### src/vfp_status_map.svh
/*
 contents: bit positions, widths, reset values, rounding codes and
 condition bit indices of the vector fp control/status word.
 assumes: included by bare name from the package and design files.
*/
`ifndef VFP_STATUS_MAP_SVH
`define VFP_STATUS_MAP_SVH

// Function
// - sticky five-bit flag field at bits 6:2
// - untrapped condition sets only its own flags
// - trapping element adds none of its flags; other elements still do
// - flags never cleared by hardware, reset included
// - rounding selector 1:0, resets zero, overridable
// - selector 0: nearest, ties to even
// - selector 1: round toward zero
// - selector 2: round toward plus infinity
// - selector 3: round toward minus infinity
// - unimplemented bit only in cause field
// - invalid untrapped delivers quiet nan
// - divide by zero untrapped delivers signed infinity
// - untrapped overflow delivers rounded result, sets inexact
// - enabled underflow signals on any tiny result
// - untrapped underflow: inexact only if inexact
// - inexact when rounding changes the value
// - enable field 11:7 gates traps, also writes
// - cause field 17:12 per instruction
// - mode bit 18 selects non-trapping, resets zero

`define CSR_W          19
`define FLAGS_LSB      2
`define ENABLE_LSB     7
`define CAUSE_LSB      12
`define NONTRAP_BIT    18
`define ROUND_RESET    2'h0
`define NONTRAP_RESET  1'h0
`define ENABLE_RESET   5'h00
`define CAUSE_RESET    6'h00
`define RM_NEAREST     2'h0
`define RM_ZERO        2'h1
`define RM_PLUS        2'h2
`define RM_MINUS       2'h3
`define C_INEXACT      0
`define C_UNDERFLOW    1
`define C_OVERFLOW     2
`define C_DIV_ZERO     3
`define C_INVALID      4
`define C_UNIMPL       5
`define NUM_ELEM       4

`endif

### src/vfp_status_pkg.sv
/*
 contents: packed carriers for the control/status word and the
 per-element reports of the fp datapath.
 assumes: field layout constants come from the map header.
*/
`include "vfp_status_map.svh"
`default_nettype none

package vfp_status_pkg;

   // bit 18 down to bit 0, same as the architectural word
   typedef struct packed {
      logic       nontrap_select;
      logic [5:0] cause;
      logic [4:0] enable;
      logic [4:0] flags;
      logic [1:0] round_select;
   } csr_type;

   typedef struct packed {
      logic       unimpl;
      logic       invalid;
      logic       div_zero;
      logic       overflow;
      logic       tiny;
      logic       inexact;
      logic       sign;
      logic       lsb;
      logic       guard;
      logic       sticky;
      logic       fixed_rm_valid;
      logic [1:0] fixed_rm;
   } elem_report_type;

   typedef enum logic [1:0] {
      DEF_ROUNDED = 2'b00,
      DEF_QNAN    = 2'b01,
      DEF_INF     = 2'b10
   } default_kind_type;

endpackage : vfp_status_pkg

`default_nettype wire

### src/round_decide.sv
/*
 contents: per-element rounding increment decision.
 assumes: datapath supplies sign, kept lsb, guard and sticky bits.
*/
`include "vfp_status_map.svh"
`timescale 1ns/100ps
`default_nettype none

module round_decide (
   // clock and reset
   input  wire logic       ref_clk_in,
   input  wire logic       srst_in,
   // rounding inputs
   input  wire logic [1:0] mode_in,
   input  wire logic       sign_in,
   input  wire logic       lsb_in,
   input  wire logic       guard_in,
   input  wire logic       sticky_in,
   // decision
   output logic            round_up_out
);

   logic next_round_up;

   always_comb begin
      unique case (mode_in)
         `RM_NEAREST: next_round_up = guard_in & (sticky_in | lsb_in);
         `RM_ZERO:    next_round_up = 1'b0;
         `RM_PLUS:    next_round_up = ~sign_in & (guard_in | sticky_in);
         `RM_MINUS:   next_round_up = sign_in & (guard_in | sticky_in);
      endcase
   end

   always_ff @(posedge ref_clk_in) begin
      if (srst_in) begin
         round_up_out <= 1'b0;
      end else begin
         round_up_out <= next_round_up;
      end
   end

   property p_rne_tie;
      @(posedge ref_clk_in) disable iff (srst_in)
      (mode_in == `RM_NEAREST && guard_in && !sticky_in && !lsb_in) |=> !round_up_out;
   endproperty
   a_rne_tie: assert property (p_rne_tie) else $error("tie not rounded to even");

   property p_rtz;
      @(posedge ref_clk_in) disable iff (srst_in)
      (mode_in == `RM_ZERO) |=> !round_up_out;
   endproperty
   a_rtz: assert property (p_rtz) else $error("toward zero incremented");

   property p_plus;
      @(posedge ref_clk_in) disable iff (srst_in)
      (mode_in == `RM_PLUS && (guard_in || sticky_in)) |=> (round_up_out == !$past(sign_in));
   endproperty
   a_plus: assert property (p_plus) else $error("plus infinity wrong");

   property p_minus;
      @(posedge ref_clk_in) disable iff (srst_in)
      (mode_in == `RM_MINUS && (guard_in || sticky_in)) |=> (round_up_out == $past(sign_in));
   endproperty
   a_minus: assert property (p_minus) else $error("minus infinity wrong");

endmodule : round_decide

`default_nettype wire

### src/vector_fp_flags_rounding.sv
/*
 contents: fp status logic of the vector unit: flags, cause, enable,
 mode and rounding selector, condition qualification, default result
 selection and per-element rounding decision.
 assumes: datapath pulses done_in once per completed instruction with
 its element reports; software writes the whole word at once.
*/
`include "vfp_status_map.svh"
`timescale 1ns/100ps
`default_nettype none

module vector_fp_flags_rounding #(
   parameter int NUM_ELEM = `NUM_ELEM
) (
   // clock and reset
   input  wire logic                                            ref_clk_in,
   input  wire logic                                            srst_in,
   // software access
   input  wire logic                                            csr_wr_in,
   input  wire vfp_status_pkg::csr_type                         csr_wdata_in,
   output vfp_status_pkg::csr_type                              csr_out,
   // datapath reports
   input  wire logic                                            done_in,
   input  wire logic [NUM_ELEM-1:0]                             elem_valid_in,
   input  wire vfp_status_pkg::elem_report_type [NUM_ELEM-1:0]  elem_in,
   // results back to datapath
   output logic                                                 trap_out,
   output logic [NUM_ELEM-1:0]                                  round_up_out,
   output vfp_status_pkg::default_kind_type [NUM_ELEM-1:0]      default_kind_out,
   output logic [NUM_ELEM-1:0]                                  default_sign_out
);

   logic [1:0] round_select;
   logic       nontrap_select;
   logic [4:0] enable;
   logic [5:0] cause;
   logic [4:0] flags;

   // element conditions, bit order per the map indices
   logic [5:0] cond      [NUM_ELEM];
   logic [4:0] flag_part [NUM_ELEM];
   logic [4:0] eff_en;
   logic [5:0] cause_acc;
   logic [4:0] flag_acc;
   logic       done_trap;
   logic       wr_trap;

   // non-trapping mode picks default results as if nothing were enabled
   assign eff_en = nontrap_select ? 5'h00 : enable;

   genvar g;
   generate
      for (g = 0; g < NUM_ELEM; g++) begin : g_elem
         logic [1:0] mode;
         logic       trapped;
         vfp_status_pkg::default_kind_type next_kind;

         assign cond[g][`C_UNIMPL]   = elem_in[g].unimpl;
         assign cond[g][`C_INVALID]  = elem_in[g].invalid;
         assign cond[g][`C_DIV_ZERO] = elem_in[g].div_zero;
         assign cond[g][`C_OVERFLOW] = elem_in[g].overflow;
         // tiny exact result only counts when underflow is enabled
         assign cond[g][`C_UNDERFLOW] = elem_in[g].tiny
            & (enable[`C_UNDERFLOW] | elem_in[g].inexact);
         assign cond[g][`C_INEXACT] = elem_in[g].inexact
            | (elem_in[g].overflow & ~enable[`C_OVERFLOW]);

         // unimplemented is always enabled when trapping is possible
         assign trapped = ~nontrap_select
            & (cond[g][`C_UNIMPL] | (|(cond[g][4:0] & enable)));

         // unimplemented has no flag position
         assign flag_part[g] = (elem_valid_in[g] & ~trapped)
            ? cond[g][4:0] : 5'h00;

         // some operations carry their own fixed rounding
         assign mode = elem_in[g].fixed_rm_valid ? elem_in[g].fixed_rm : round_select;

         always_comb begin
            if (cond[g][`C_INVALID] && !eff_en[`C_INVALID]) begin
               next_kind = vfp_status_pkg::DEF_QNAN;
            end else if (cond[g][`C_DIV_ZERO] && !eff_en[`C_DIV_ZERO]) begin
               next_kind = vfp_status_pkg::DEF_INF;
            end else begin
               next_kind = vfp_status_pkg::DEF_ROUNDED;
            end
         end

         always_ff @(posedge ref_clk_in) begin
            if (srst_in) begin
               default_kind_out[g] <= vfp_status_pkg::DEF_ROUNDED;
               default_sign_out[g] <= 1'b0;
            end else begin
               default_kind_out[g] <= next_kind;
               default_sign_out[g] <= elem_in[g].sign;
            end
         end

         round_decide u_round (
            .ref_clk_in   (ref_clk_in),
            .srst_in      (srst_in),
            .mode_in      (mode),
            .sign_in      (elem_in[g].sign),
            .lsb_in       (elem_in[g].lsb),
            .guard_in     (elem_in[g].guard),
            .sticky_in    (elem_in[g].sticky),
            .round_up_out (round_up_out[g])
         );
      end
   endgenerate

   always_comb begin
      cause_acc = 6'h00;
      flag_acc  = 5'h00;
      for (int i = 0; i < NUM_ELEM; i++) begin
         if (elem_valid_in[i]) begin
            cause_acc = cause_acc | cond[i];
         end
         flag_acc = flag_acc | flag_part[i];
      end
   end

   assign done_trap = done_in & ~nontrap_select
      & (|(cause_acc & {1'b1, enable}));
   assign wr_trap = csr_wr_in & ~csr_wdata_in.nontrap_select
      & (|(csr_wdata_in.cause & {1'b1, csr_wdata_in.enable}));

   // rounding selector and mode bit
   always_ff @(posedge ref_clk_in) begin
      if (srst_in) begin
         round_select   <= `ROUND_RESET;
         nontrap_select <= `NONTRAP_RESET;
      end else if (csr_wr_in) begin
         round_select   <= csr_wdata_in.round_select;
         nontrap_select <= csr_wdata_in.nontrap_select;
      end
   end

   always_ff @(posedge ref_clk_in) begin
      if (srst_in) begin
         enable <= `ENABLE_RESET;
      end else if (csr_wr_in) begin
         enable <= csr_wdata_in.enable;
      end
   end

   // outside non-trapping mode, datapath outranks a simultaneous software write of cause
   always_ff @(posedge ref_clk_in) begin
      if (srst_in) begin
         cause <= `CAUSE_RESET;
      end else if (done_in && !nontrap_select) begin
         cause <= cause_acc;
      end else if (csr_wr_in) begin
         cause <= csr_wdata_in.cause;
      end
   end

   // no reset: value stays undefined until software writes it
   always_ff @(posedge ref_clk_in) begin
      if (done_in) begin
         flags <= (csr_wr_in ? csr_wdata_in.flags : flags) | flag_acc;
      end else if (csr_wr_in) begin
         flags <= csr_wdata_in.flags;
      end
   end

   always_ff @(posedge ref_clk_in) begin
      if (srst_in) begin
         trap_out <= 1'b0;
      end else begin
         trap_out <= done_trap | wr_trap;
      end
   end

   assign csr_out = {nontrap_select, cause, enable, flags, round_select};

   property p_flags_hold;
      @(posedge ref_clk_in) disable iff (srst_in)
      (!done_in && !csr_wr_in) |=> $stable(csr_out.flags);
   endproperty
   a_flags_hold: assert property (p_flags_hold) else $error("flags changed by hardware");

   property p_flags_accum;
      @(posedge ref_clk_in) disable iff (srst_in)
      (done_in && !csr_wr_in) |=> (csr_out.flags == ($past(csr_out.flags) | $past(flag_acc)));
   endproperty
   a_flags_accum: assert property (p_flags_accum) else $error("flags not accumulated");

   property p_trapped_no_flag;
      @(posedge ref_clk_in) disable iff (srst_in)
      (done_in && !csr_wr_in && elem_valid_in == 1 && !nontrap_select
       && (|(cond[0][4:0] & enable))) |=> $stable(csr_out.flags);
   endproperty
   a_trapped_no_flag: assert property (p_trapped_no_flag) else $error("trapping op set flags");

   property p_cause_update;
      @(posedge ref_clk_in) disable iff (srst_in)
      (done_in && !nontrap_select) |=> (csr_out.cause == $past(cause_acc));
   endproperty
   a_cause_update: assert property (p_cause_update) else $error("cause not recorded");

   property p_nontrap;
      @(posedge ref_clk_in) disable iff (srst_in)
      (done_in && nontrap_select && !csr_wr_in) |=> (!trap_out && $stable(csr_out.cause));
   endproperty
   a_nontrap: assert property (p_nontrap) else $error("non-trapping mode trapped");

   property p_write_trap;
      @(posedge ref_clk_in) disable iff (srst_in)
      (csr_wr_in && !csr_wdata_in.nontrap_select
       && (|(csr_wdata_in.cause & {1'b1, csr_wdata_in.enable}))) |=> trap_out;
   endproperty
   a_write_trap: assert property (p_write_trap) else $error("write did not trap");

   property p_qnan;
      @(posedge ref_clk_in) disable iff (srst_in)
      (elem_in[0].invalid && !eff_en[`C_INVALID])
      |=> (default_kind_out[0] == vfp_status_pkg::DEF_QNAN);
   endproperty
   a_qnan: assert property (p_qnan) else $error("no quiet nan default");

   property p_inf;
      @(posedge ref_clk_in) disable iff (srst_in)
      (elem_in[0].div_zero && !elem_in[0].invalid && !eff_en[`C_DIV_ZERO])
      |=> (default_kind_out[0] == vfp_status_pkg::DEF_INF && default_sign_out[0] == $past(elem_in[0].sign));
   endproperty
   a_inf: assert property (p_inf) else $error("no signed infinity default");

   property p_ovf_inexact;
      @(posedge ref_clk_in) disable iff (srst_in)
      (done_in && !nontrap_select && elem_valid_in[0] && elem_in[0].overflow
       && !enable[`C_OVERFLOW]) |=> csr_out.cause[`C_INEXACT];
   endproperty
   a_ovf_inexact: assert property (p_ovf_inexact) else $error("overflow without inexact");

   property p_exact_tiny;
      @(posedge ref_clk_in) disable iff (srst_in)
      (done_in && !nontrap_select && elem_valid_in == 1 && elem_in[0].tiny
       && !elem_in[0].inexact && !elem_in[0].overflow && !enable[`C_UNDERFLOW])
      |=> !csr_out.cause[`C_UNDERFLOW] && !csr_out.cause[`C_INEXACT];
   endproperty
   a_exact_tiny: assert property (p_exact_tiny) else $error("exact tiny raised flags");

   // control fields follow a whole-word write on the next edge
   property p_ctrl_write;
      @(posedge ref_clk_in) disable iff (srst_in)
      csr_wr_in |=> (csr_out.round_select == $past(csr_wdata_in.round_select)
         && csr_out.enable == $past(csr_wdata_in.enable)
         && csr_out.nontrap_select == $past(csr_wdata_in.nontrap_select));
   endproperty
   a_ctrl_write: assert property (p_ctrl_write) else $error("control write lost");

   // no disable here, so the reset values themselves are looked at
   property p_ctrl_reset;
      @(posedge ref_clk_in)
      srst_in |=> (csr_out.round_select == `ROUND_RESET && csr_out.nontrap_select == `NONTRAP_RESET
         && csr_out.enable == `ENABLE_RESET && csr_out.cause == `CAUSE_RESET && !trap_out);
   endproperty
   a_ctrl_reset: assert property (p_ctrl_reset) else $error("control not reset");

   // a clear and a set in one cycle: the set wins
   property p_flags_set_wins;
      @(posedge ref_clk_in) disable iff (srst_in)
      (done_in && csr_wr_in) |=> (csr_out.flags == ($past(csr_wdata_in.flags) | $past(flag_acc)));
   endproperty
   a_flags_set_wins: assert property (p_flags_set_wins) else $error("flag set lost to clear");

   property p_flags_write;
      @(posedge ref_clk_in) disable iff (srst_in)
      (csr_wr_in && !done_in) |=> (csr_out.flags == $past(csr_wdata_in.flags));
   endproperty
   a_flags_write: assert property (p_flags_write) else $error("flag write lost");

   property p_nontrap_flags;
      @(posedge ref_clk_in) disable iff (srst_in)
      (done_in && !csr_wr_in && nontrap_select && elem_valid_in == 1)
      |=> (csr_out.flags == ($past(csr_out.flags) | $past(cond[0][4:0])));
   endproperty
   a_nontrap_flags: assert property (p_nontrap_flags) else $error("non-trapping flags lost");

   // unimplemented traps even with every enable bit clear
   property p_unimpl_trap;
      @(posedge ref_clk_in) disable iff (srst_in)
      (done_in && !nontrap_select && elem_valid_in[0] && elem_in[0].unimpl)
      |=> (trap_out && csr_out.cause[`C_UNIMPL]);
   endproperty
   a_unimpl_trap: assert property (p_unimpl_trap) else $error("unimplemented did not trap");

   property p_no_spurious_trap;
      @(posedge ref_clk_in) disable iff (srst_in)
      (!done_in && !csr_wr_in) |=> !trap_out;
   endproperty
   a_no_spurious_trap: assert property (p_no_spurious_trap) else $error("trap without cause");

   property p_default_rounded;
      @(posedge ref_clk_in) disable iff (srst_in)
      (!elem_in[0].invalid && !elem_in[0].div_zero)
      |=> (default_kind_out[0] == vfp_status_pkg::DEF_ROUNDED);
   endproperty
   a_default_rounded: assert property (p_default_rounded) else $error("rounded result not kept");

   // a fixed toward-zero rounding overrides the selector
   property p_fixed_rm;
      @(posedge ref_clk_in) disable iff (srst_in)
      (elem_in[0].fixed_rm_valid && elem_in[0].fixed_rm == `RM_ZERO && round_select != `RM_ZERO)
      |=> !round_up_out[0];
   endproperty
   a_fixed_rm: assert property (p_fixed_rm) else $error("fixed rounding ignored");

   c_done_trap: cover property (@(posedge ref_clk_in) disable iff (srst_in) done_trap ##1 trap_out);
   c_write_trap: cover property (@(posedge ref_clk_in) disable iff (srst_in) wr_trap);
   c_accum: cover property (@(posedge ref_clk_in) disable iff (srst_in) done_in && flag_acc != 5'h00);
   c_set_clear: cover property (@(posedge ref_clk_in) disable iff (srst_in) done_in && csr_wr_in);
   c_nontrap_done: cover property (@(posedge ref_clk_in) disable iff (srst_in) done_in && nontrap_select);

endmodule : vector_fp_flags_rounding

`default_nettype wire

### config.mk
export PLATFORM = sky130hd
export DESIGN_NAME = vector_fp_flags_rounding
export DESIGN_NICKNAME = d
export VERILOG_FILES = /design/src/vfp_status_pkg.sv /design/src/round_decide.sv /design/src/vector_fp_flags_rounding.sv
export VERILOG_INCLUDE_DIRS = /design/src /design/src/src
export SDC_FILE = /design/constraint.sdc
export NUM_CORES = 1
export LEC_CHECK = 0
export BUFFER_PORTS_ARGS = -buffer_cell sky130_fd_sc_hd__buf_2
export CAP_MARGIN = 25
export CORE_MARGIN = 8
export CORE_UTILIZATION = 40
export CTS_BUF_LIST = sky130_fd_sc_hd__clkbuf_8 sky130_fd_sc_hd__clkbuf_16
export CTS_CLUSTER_SIZE = 8
export DETAILED_ROUTE_END_ITERATION = 8
export PLACE_DENSITY_LB_ADDON = 0.05
export SETUP_SLACK_MARGIN = 0.4
export SLEW_MARGIN = 20
export SYNTH_ARGS = -nofsm -noshare
export SYNTH_HDL_FRONTEND = slang
export SYNTH_HIERARCHICAL = 1
export SYNTH_SLANG_ARGS = --single-unit
### constraint.sdc
create_clock -name ref_clk_in -period 5.7 [get_ports ref_clk_in]
set_clock_uncertainty 0.2 [all_clocks]
set_input_delay 1.14 -clock ref_clk_in [delete_from_list [all_inputs] [get_ports ref_clk_in]]
set_output_delay 1.14 -clock ref_clk_in [all_outputs]
set_load 0.05 [all_outputs]
==> results of run 1 <==
==> kinds of logic after synthesis <==
family,Yosys count
compound gates,78
buf+inv,17
flops,36
mux,27
simple gates,70
==> cells in the mapped netlist, types with 3 or more instances <==
master and instances:
a2111oi_2 4, a211oi_1 7, a21boi_0 4, a21oi_1 13, a221oi_1 4, a222oi_1 3
a22oi_1 8, and2_1 6, and3b_1 4, clkbuf_1 8, dfxtp_1 36, inv_1 6
mux2_2 10, mux2i_1 17, nand2_1 16, nand3_1 5, nand4_1 5, nor2_1 18
nor2b_1 8, o211ai_1 3, o21ai_0 12, o21ai_1 4, o21bai_1 4
==> registers in the layout, summed over array words and instances (netlist names) <==
signal	flops
flags	5
round_select	2
cause	6
enable	5
default_kind_out	8
trap_out	1
default_sign_out	4
g_elem.u_round/round_up_out	4
nontrap_select	1
==> worst min-delay path: stages (launching register included) <==
cell	delay, ps
dfxtp_1	330
mux2i_1	60
o21ai_0	70
==> power by group <==
part	switching [mW]	internal, mW
sequential	0.0147	0.272
combinational	0.145	0.0756
clock	0.0926	0.128
total	0.252	0.476
==> worst paths after layout <==
| path | endpoint | cells after the start |
|---|---|---|
| max | trap_out | 6 |
| min | flags[1] | 2 |
| max reg2reg | trap_out | 5 |
| min reg2reg | flags[1] | 2 |
==> cell type report <==
class	count	area, sq um
Clock buffer	5	68.8
Clock inverter	3	38.8
Fill cell	525	2260
Inverter	6	22.5
Multi-Input combinational cell	175	1240
Sequential cell	36	721
Tap cell	70	87.6
Timing Repair Buffer	114	571
==> routing by layer <==
metal  vias to the layer above  GRT usage, %
met5                         -             0
met4                         0          4.84
met3                         6          5.19
met2                        91          28.7
met1                       980          20.3
li1                       1089             -
==> stage by stage <==
stage               util, %  instance area (sq um)  hold slack, ps  cells  setup slack [ps]
floorplan                 -                   2030             343    228              3070
global placement       52.6                   2640             267    401              2820
detailed placement     52.6                   2640             268    401              2790
CTS                    54.8                   2750             300    409              3120
global route           54.8                   2750             342    409              3030
finish                 54.8                   2750             298    409              3080
==> impl_metrics.env, run 1 <==
export IMPL_status="complete, no violations"
export IMPL_min_path_type="register to register"
export IMPL_routed_wl_mm=6.76
export IMPL_drt_first_pass_iters=4
export IMPL_ys_dominant_reg_cell="dfxtp_1"
export IMPL_synth_simple_area_share_pct=18.9
export IMPL_clkTransAtPathRegs_ps=80
export IMPL_worst_path_dominant_cell_family="compound AO/OA/AOI/OAI gates"
export IMPL_timing_slew_headroom_pct=62.6
export IMPL_mappedNetlistNets=307
export IMPL_async_flop_share_pct=0
export IMPL_finalWorstPathRequiredPeriod_ps=2620
export IMPL_synth_largest_area_cell="dfxtp_1"
export IMPL_dieHeight_microns=87.3
export IMPL_crit_chain="buf_2 -> a22o_1 -> a221o_1 -> a222oi_1 -> a21boi_1 -> a311o_1"
export IMPL_design_die_area_sq_mm=0.00762
export IMPL_critical_path_max_stage_delay_ps=340
export IMPL_finalSetupViolations=0
export IMPL_timing_setup_critical_path_class="primary input to register"
export IMPL_io_buffers=114
export IMPL_globalRouteOverflowTotal=0
export IMPL_remaining_drc_errors=0
export IMPL_post_cts_repair_setup_buffers=0
export IMPL_fp_row_count=26
export IMPL_cp_max_fo=7
export IMPL_timing_fmax_mhz=382
export IMPL_ioPinCount=115
export IMPL_regToRegSetupSlack_ps=3550
export IMPL_worst_ep_arrival_time_ps=2600
export IMPL_synth_adder_area_share_pct=0
export IMPL_diodes=0
export IMPL_static_leakage_power_nw=1.32
export IMPL_cts_resized=0
export IMPL_synth_warning_count=6
export IMPL_post_synth_num_cell_types=44
export IMPL_drt_iter0_markers=108
export IMPL_cts_sink_count=36
export IMPL_muxShareOfSynthArea_pct=13.9
export IMPL_syn_avg_cell_area_sq_um=8.92
export IMPL_synth_yosys_seq_area_share_pct=35.4
export IMPL_cts_hold_fix_buffers=0
export IMPL_tritoncts="yes"
export IMPL_maximum_number_of_pins_on_one_net_before_global_route_repair=27
export IMPL_crit_start="elem_valid_in[0]"
export IMPL_clock_tree_htree_level_count=2
export IMPL_wl_met2_mm=3.15
export IMPL_via_count=2166
export IMPL_synth_top_family_by_area="compound AO/OA/AOI/OAI gates"
export IMPL_grt_pass1_vias=2160
export IMPL_critPathCaptureType="register"
export IMPL_antenna_found_initial=0
export IMPL_mostFrequentLayoutCells="114 x buf_2, 36 x dfxtp_1, 18 x nor2_1"
export IMPL_regToRegStartpoint="enable[1]"
export IMPL_cp_num_buf_inv=1
export IMPL_globalplace_congestion=0.898
export IMPL_syn_area_sq_mm=0.00203
export IMPL_synth_area_leaders="dfxtp_1 35%, mux2i_1 8.4%, mux2_2 5.5%"
export IMPL_core_area_sq_mm=0.00501
export IMPL_synth_edf_count=0
export IMPL_layout_commonest_cell="buf_2"
export IMPL_yosys_register_bits=36
export IMPL_post_route_cells_drive_above_1_share_pct=40.4
export IMPL_timing_hold_worst_start="flags[1]"
export IMPL_drtAntennaViolNets=0
export IMPL_cp_required_ps=5670
export IMPL_hpwl_after_detailed_placement_mm=5.46
export IMPL_timing_critical_path_from_type="primary input"
export IMPL_setup_tns_ps=0
export IMPL_worst_vdd_ir_mv=0.117
export IMPL_grt_pass1_wl_mm=10.3
export IMPL_cts_made_buffers=5
export IMPL_wl_met1_mm=2.98
export IMPL_maxCapViolations=0
export IMPL_top_cell_type_s_share_of_synthesized_area_pct=35.4
export IMPL_avgViaCountPerCell=5.30
export IMPL_highest_layer="met4"
export IMPL_rsz0062_at_grt="false"
export IMPL_design_power_total_mw=0.728
export IMPL_met3_length_microns=568
export IMPL_period_share_pct=46.0
export IMPL_tightestPinTransition_ps=561
export IMPL_initial_standard_cell_utilization_of_the_core_pct=40.6
export IMPL_cts_root_buffer="clkbuf_8"
export IMPL_worstSkewPairLatency_ps=290
export IMPL_detail_route_wl_per_cell_microns=16.5
export IMPL_synth_xor_area_share_pct=0
export IMPL_final_net_count=417
export IMPL_die_w_microns=87.3
export IMPL_drv_slew=0
export IMPL_cpMaxStageDelayCell="a222oi_1"
export IMPL_hold_violations=0
export IMPL_power_per_cell_area_mw_per_mm2=265
export IMPL_cells_after_synth=228
export IMPL_compound_gate_fraction_of_synth_area_pct=28.0
export IMPL_grt_total_usage_pct=17.1
export IMPL_syn_to_final_growth_pct=35.0
export IMPL_maximum_buffer_depth_of_the_clock_tree=2
No activity file was read; power rests on OpenSTA's default activity.
==> inputs of run 2 (changes only) <==
--- a/config.mk
+++ b/config.mk
@@ -6,6 +6,7 @@
 export SDC_FILE = /design/constraint.sdc
 export NUM_CORES = 1
 export LEC_CHECK = 0
+export ABC_AREA = 1
 export BUFFER_PORTS_ARGS = -buffer_cell sky130_fd_sc_hd__buf_2
 export CAP_MARGIN = 25
 export CORE_MARGIN = 8
==> constraint.sdc (replaced) <==
create_clock -name ref_clk_in -period 2.2 [get_ports ref_clk_in]
set_clock_uncertainty 0.2 [all_clocks]
set_input_delay 0.44 -clock ref_clk_in [delete_from_list [all_inputs] [get_ports ref_clk_in]]
set_output_delay 0.44 -clock ref_clk_in [all_outputs]
set_load 0.05 [all_outputs]
==> impl_metrics.env, run 2 <==
export IMPL_fp_row_count=27
export IMPL_cp_max_fo=8
export IMPL_worst_vdd_ir_mv=0.244
export IMPL_drv_slew=0
export IMPL_cts_hold_fix_buffers=0
export IMPL_cts_root_buffer="clkbuf_8"
export IMPL_post_route_cells_drive_above_1_share_pct=28.8
export IMPL_synth_yosys_seq_area_share_pct=32.8
export IMPL_static_leakage_power_nw=1.67
export IMPL_yosys_register_bits=36
export IMPL_seq_power_share_pct=41.4
export IMPL_initial_standard_cell_utilization_of_the_core_pct=40.6
export IMPL_drt_first_pass_iters=5
export IMPL_async_flop_share_pct=0
export IMPL_cp_required_ps=1560
export IMPL_layout_commonest_cell="nand2_1"
export IMPL_globalRouteOverflowTotal=0
export IMPL_regToRegSetupSlack_ps=620
export IMPL_tritoncts="yes"
export IMPL_p_switching_mw=0.672
export IMPL_detailedPlace_worstSlack_ps=522
export IMPL_maxCapViolations=0
export IMPL_synthMostInstantiatedCell="nand2_1"
export IMPL_grt_total_usage_pct=16.6
export IMPL_cpMaxStageDelayCell="dfxtp_1"
export IMPL_post_synth_num_cell_types=22
export IMPL_cells_after_synth=366
export IMPL_via_count=2581
export IMPL_timing_setup_critical_path_class="register to output pin"
export IMPL_timing_critical_path_from_type="register"
export IMPL_max_flop_register="default_kind_out"
export IMPL_routed_wl_mm=7.03
export IMPL_top_cell_type_s_share_of_synthesized_area_pct=32.8
export IMPL_reg2reg_depth=9
export IMPL_ys_dominant_reg_cell="dfxtp_1"
export IMPL_setup_tns_ps=0
export IMPL_core_area_sq_mm=0.00541
export IMPL_synth_largest_area_cell="dfxtp_1"
export IMPL_compound_gate_fraction_of_synth_area_pct=13.3
export IMPL_detail_route_wl_per_cell_microns=12.7
export IMPL_final_net_count=558
export IMPL_worst_ep_arrival_time_ps=1090
export IMPL_power_frac_comb_pct=34.0
export IMPL_min_path_type="primary input to register"
export IMPL_sw_frac_of_total_pct=38.0
export IMPL_timing_slew_headroom_pct=71.0
export IMPL_rsz0062_at_grt="false"
export IMPL_timing_fmax_mhz=577
export IMPL_synth_edf_count=0
export IMPL_muxShareOfSynthArea_pct=2.74
export IMPL_synth_warning_count=6
export IMPL_syn_avg_cell_area_sq_um=6.00
export IMPL_synth_area_leaders="dfxtp_1 33%, nand2_1 24%, inv_1 8.2%"
export IMPL_clock_tree_htree_level_count=2
export IMPL_period_share_pct=78.8
export IMPL_timing_hold_worst_path_depth=3
export IMPL_syn_to_final_growth_pct=32.0
export IMPL_worst_path_dominant_cell_family="flip-flops"
export IMPL_die_w_microns=90.1
export IMPL_globalplace_congestion=0.888
export IMPL_fillCellCount=614
export IMPL_power_per_cell_area_mw_per_mm2=610
export IMPL_design_die_area_sq_mm=0.00812
export IMPL_largest_register_ffs=8
export IMPL_antenna_found_initial=0
export IMPL_ioPinCount=115
export IMPL_finalSetupViolations=0
export IMPL_maximum_number_of_pins_on_one_net_before_global_route_repair=21
export IMPL_maximum_buffer_depth_of_the_clock_tree=2
export IMPL_hold_violations=0
export IMPL_hpwl_after_detailed_placement_mm=5.94
export IMPL_synth_simple_area_share_pct=39.9
export IMPL_sink_of_the_worst_hold_path="flags[4]"
export IMPL_mostFrequentLayoutCells="138 x nand2_1, 113 x buf_2, 49 x inv_1"
export IMPL_finalWorstPathRequiredPeriod_ps=1730
export IMPL_timing_hold_worst_start="csr_wdata_in[6]"
export IMPL_crit_chain="clkbuf_4"
export IMPL_io_buffers=114
export IMPL_cts_sink_count=36
export IMPL_grt_pass1_vias=2519
export IMPL_avgViaCountPerCell=4.68
export IMPL_critical_path_reg2reg_endpoint="flags[2]"
export IMPL_tightestPinTransition_ps=434
export IMPL_regToRegStartpoint="enable[4]"
export IMPL_synth_adder_area_share_pct=0
export IMPL_diodes=0
export IMPL_cts_made_buffers=5
export IMPL_drtAntennaViolNets=0
export IMPL_mappedNetlistNets=445
export IMPL_critPathCaptureType="output pin"
export IMPL_synthTopCellsByCount="138 x nand2_1, 48 x inv_1, 36 x dfxtp_1, 34 x nor2_1, 25 x nand3_1"
export IMPL_clkTransAtPathRegs_ps=70
export IMPL_dieHeight_microns=90.1
export IMPL_remaining_drc_errors=0
export IMPL_intPower_mw=1.10
export IMPL_reg_largest_list="default_kind_out: 8 flops, cause: 6 flops"
export IMPL_synth_top_family_by_area="simple AND/OR/NAND/NOR gates"
export IMPL_drt_iter0_markers=139
export IMPL_cp_num_buf_inv=1
export IMPL_clkPwrFrac_pct=24.6
export IMPL_synth_xor_area_share_pct=0
export IMPL_design_power_total_mw=1.77
export IMPL_worstSkewPairLatency_ps=280
export IMPL_grt_pass1_wl_mm=11.4
export IMPL_syn_area_sq_mm=0.00220
export IMPL_post_cts_repair_setup_buffers=0
export IMPL_status="complete, no violations"
export IMPL_final_setup_worst_slack_ps=466
export IMPL_critical_path_max_stage_delay_ps=500
run 2: changes by cell type in the layout (fill, tap and decap cells not counted), sizes merged, moves of 5 or more:
cell / delta
o21ai: +8
mux2: -10
nand3: +20
and2: -6
nand2: +128
inv: +47
nor2b: -8
mux2i: -11
a21boi: -5
a22oi: -8
nor2: +17
run 2: what timing repair did:
item / in CTS / in global routing
endpoints found under the setup margin: 0 / 1
gates resized for setup: 0 / 1
hold endpoints to repair: 0 / 0
run 2: how the worst max path moves through the flow:
stage,startpoint,end,slack [ps],depth (start not counted)
after floorplan,enable[2],trap_out,490,9
after global placement,csr_wr_in,enable[3],520,3
after detailed placement,csr_wr_in,enable[3],520,3
after CTS,enable[4],csr_out[11],420,1
after global routing,enable[4],csr_out[11],410,1
final,enable[4],csr_out[11],470,1
run 2: logic make-up (layout without fill, tap and decap cells):
family                 count (synthesis)  in the layout
DFF                                   36             36
buffers and inverters                 62            175
and+or+nand+nor                      212            212
muxes                                  6              6
AOI/OAI and AO/OA                     50             50
run 2: layer usage:
| layer | GRT usage, % | vias to the layer above | routed length [microns] |
|---|---|---|---|
| met3 | 6.65 | 6 | 627 |
| met1 | 20.8 | 1103 | 3170 |
| li1 | - | 1372 | - |
| met4 | 2.08 | 0 | 31 |
| met5 | 0 | - | 0 |
| met2 | 26.7 | 100 | 3190 |
run 2: metrics by stage:
stage	cells	hold WS (ps)	instance area (sq um)	util, %
2_1_floorplan	366	302	2200	-
4_1_cts	551	164	2900	53.6
5_1_grt	551	169	2900	53.6
3_5_place_dp	544	249	2820	52.1
3_3_place_gp	544	253	2820	52.1
6_report	551	168	2900	53.6
run 2: cell type report:
cell class | instances | area (sq um) | share of cell area (%)
Sequential cell | 36 | 721 | 24.9
Clock inverter | 2 | 8.76 | 0.302
Inverter | 53 | 199 | 6.87
Clock buffer | 5 | 68.8 | 2.37
Timing Repair Buffer | 115 | 581 | 20.0
Multi-Input combinational cell | 268 | 1230 | 42.4
Tap cell | 72 | 90.1 | 3.11
run 2: power groups by stage:
| stage | clock [mW] | sequential, mW | combinational [mW] |
|---|---|---|---|
| after floorplan | 0 | 0.920 | 0.235 |
| after global placement | 0 | 0.747 | 0.601 |
| after detailed placement | 0 | 0.747 | 0.603 |
| after CTS | 0.452 | 0.733 | 0.605 |
| after global routing | 0.487 | 0.738 | 0.661 |
| final | 0.435 | 0.732 | 0.602 |
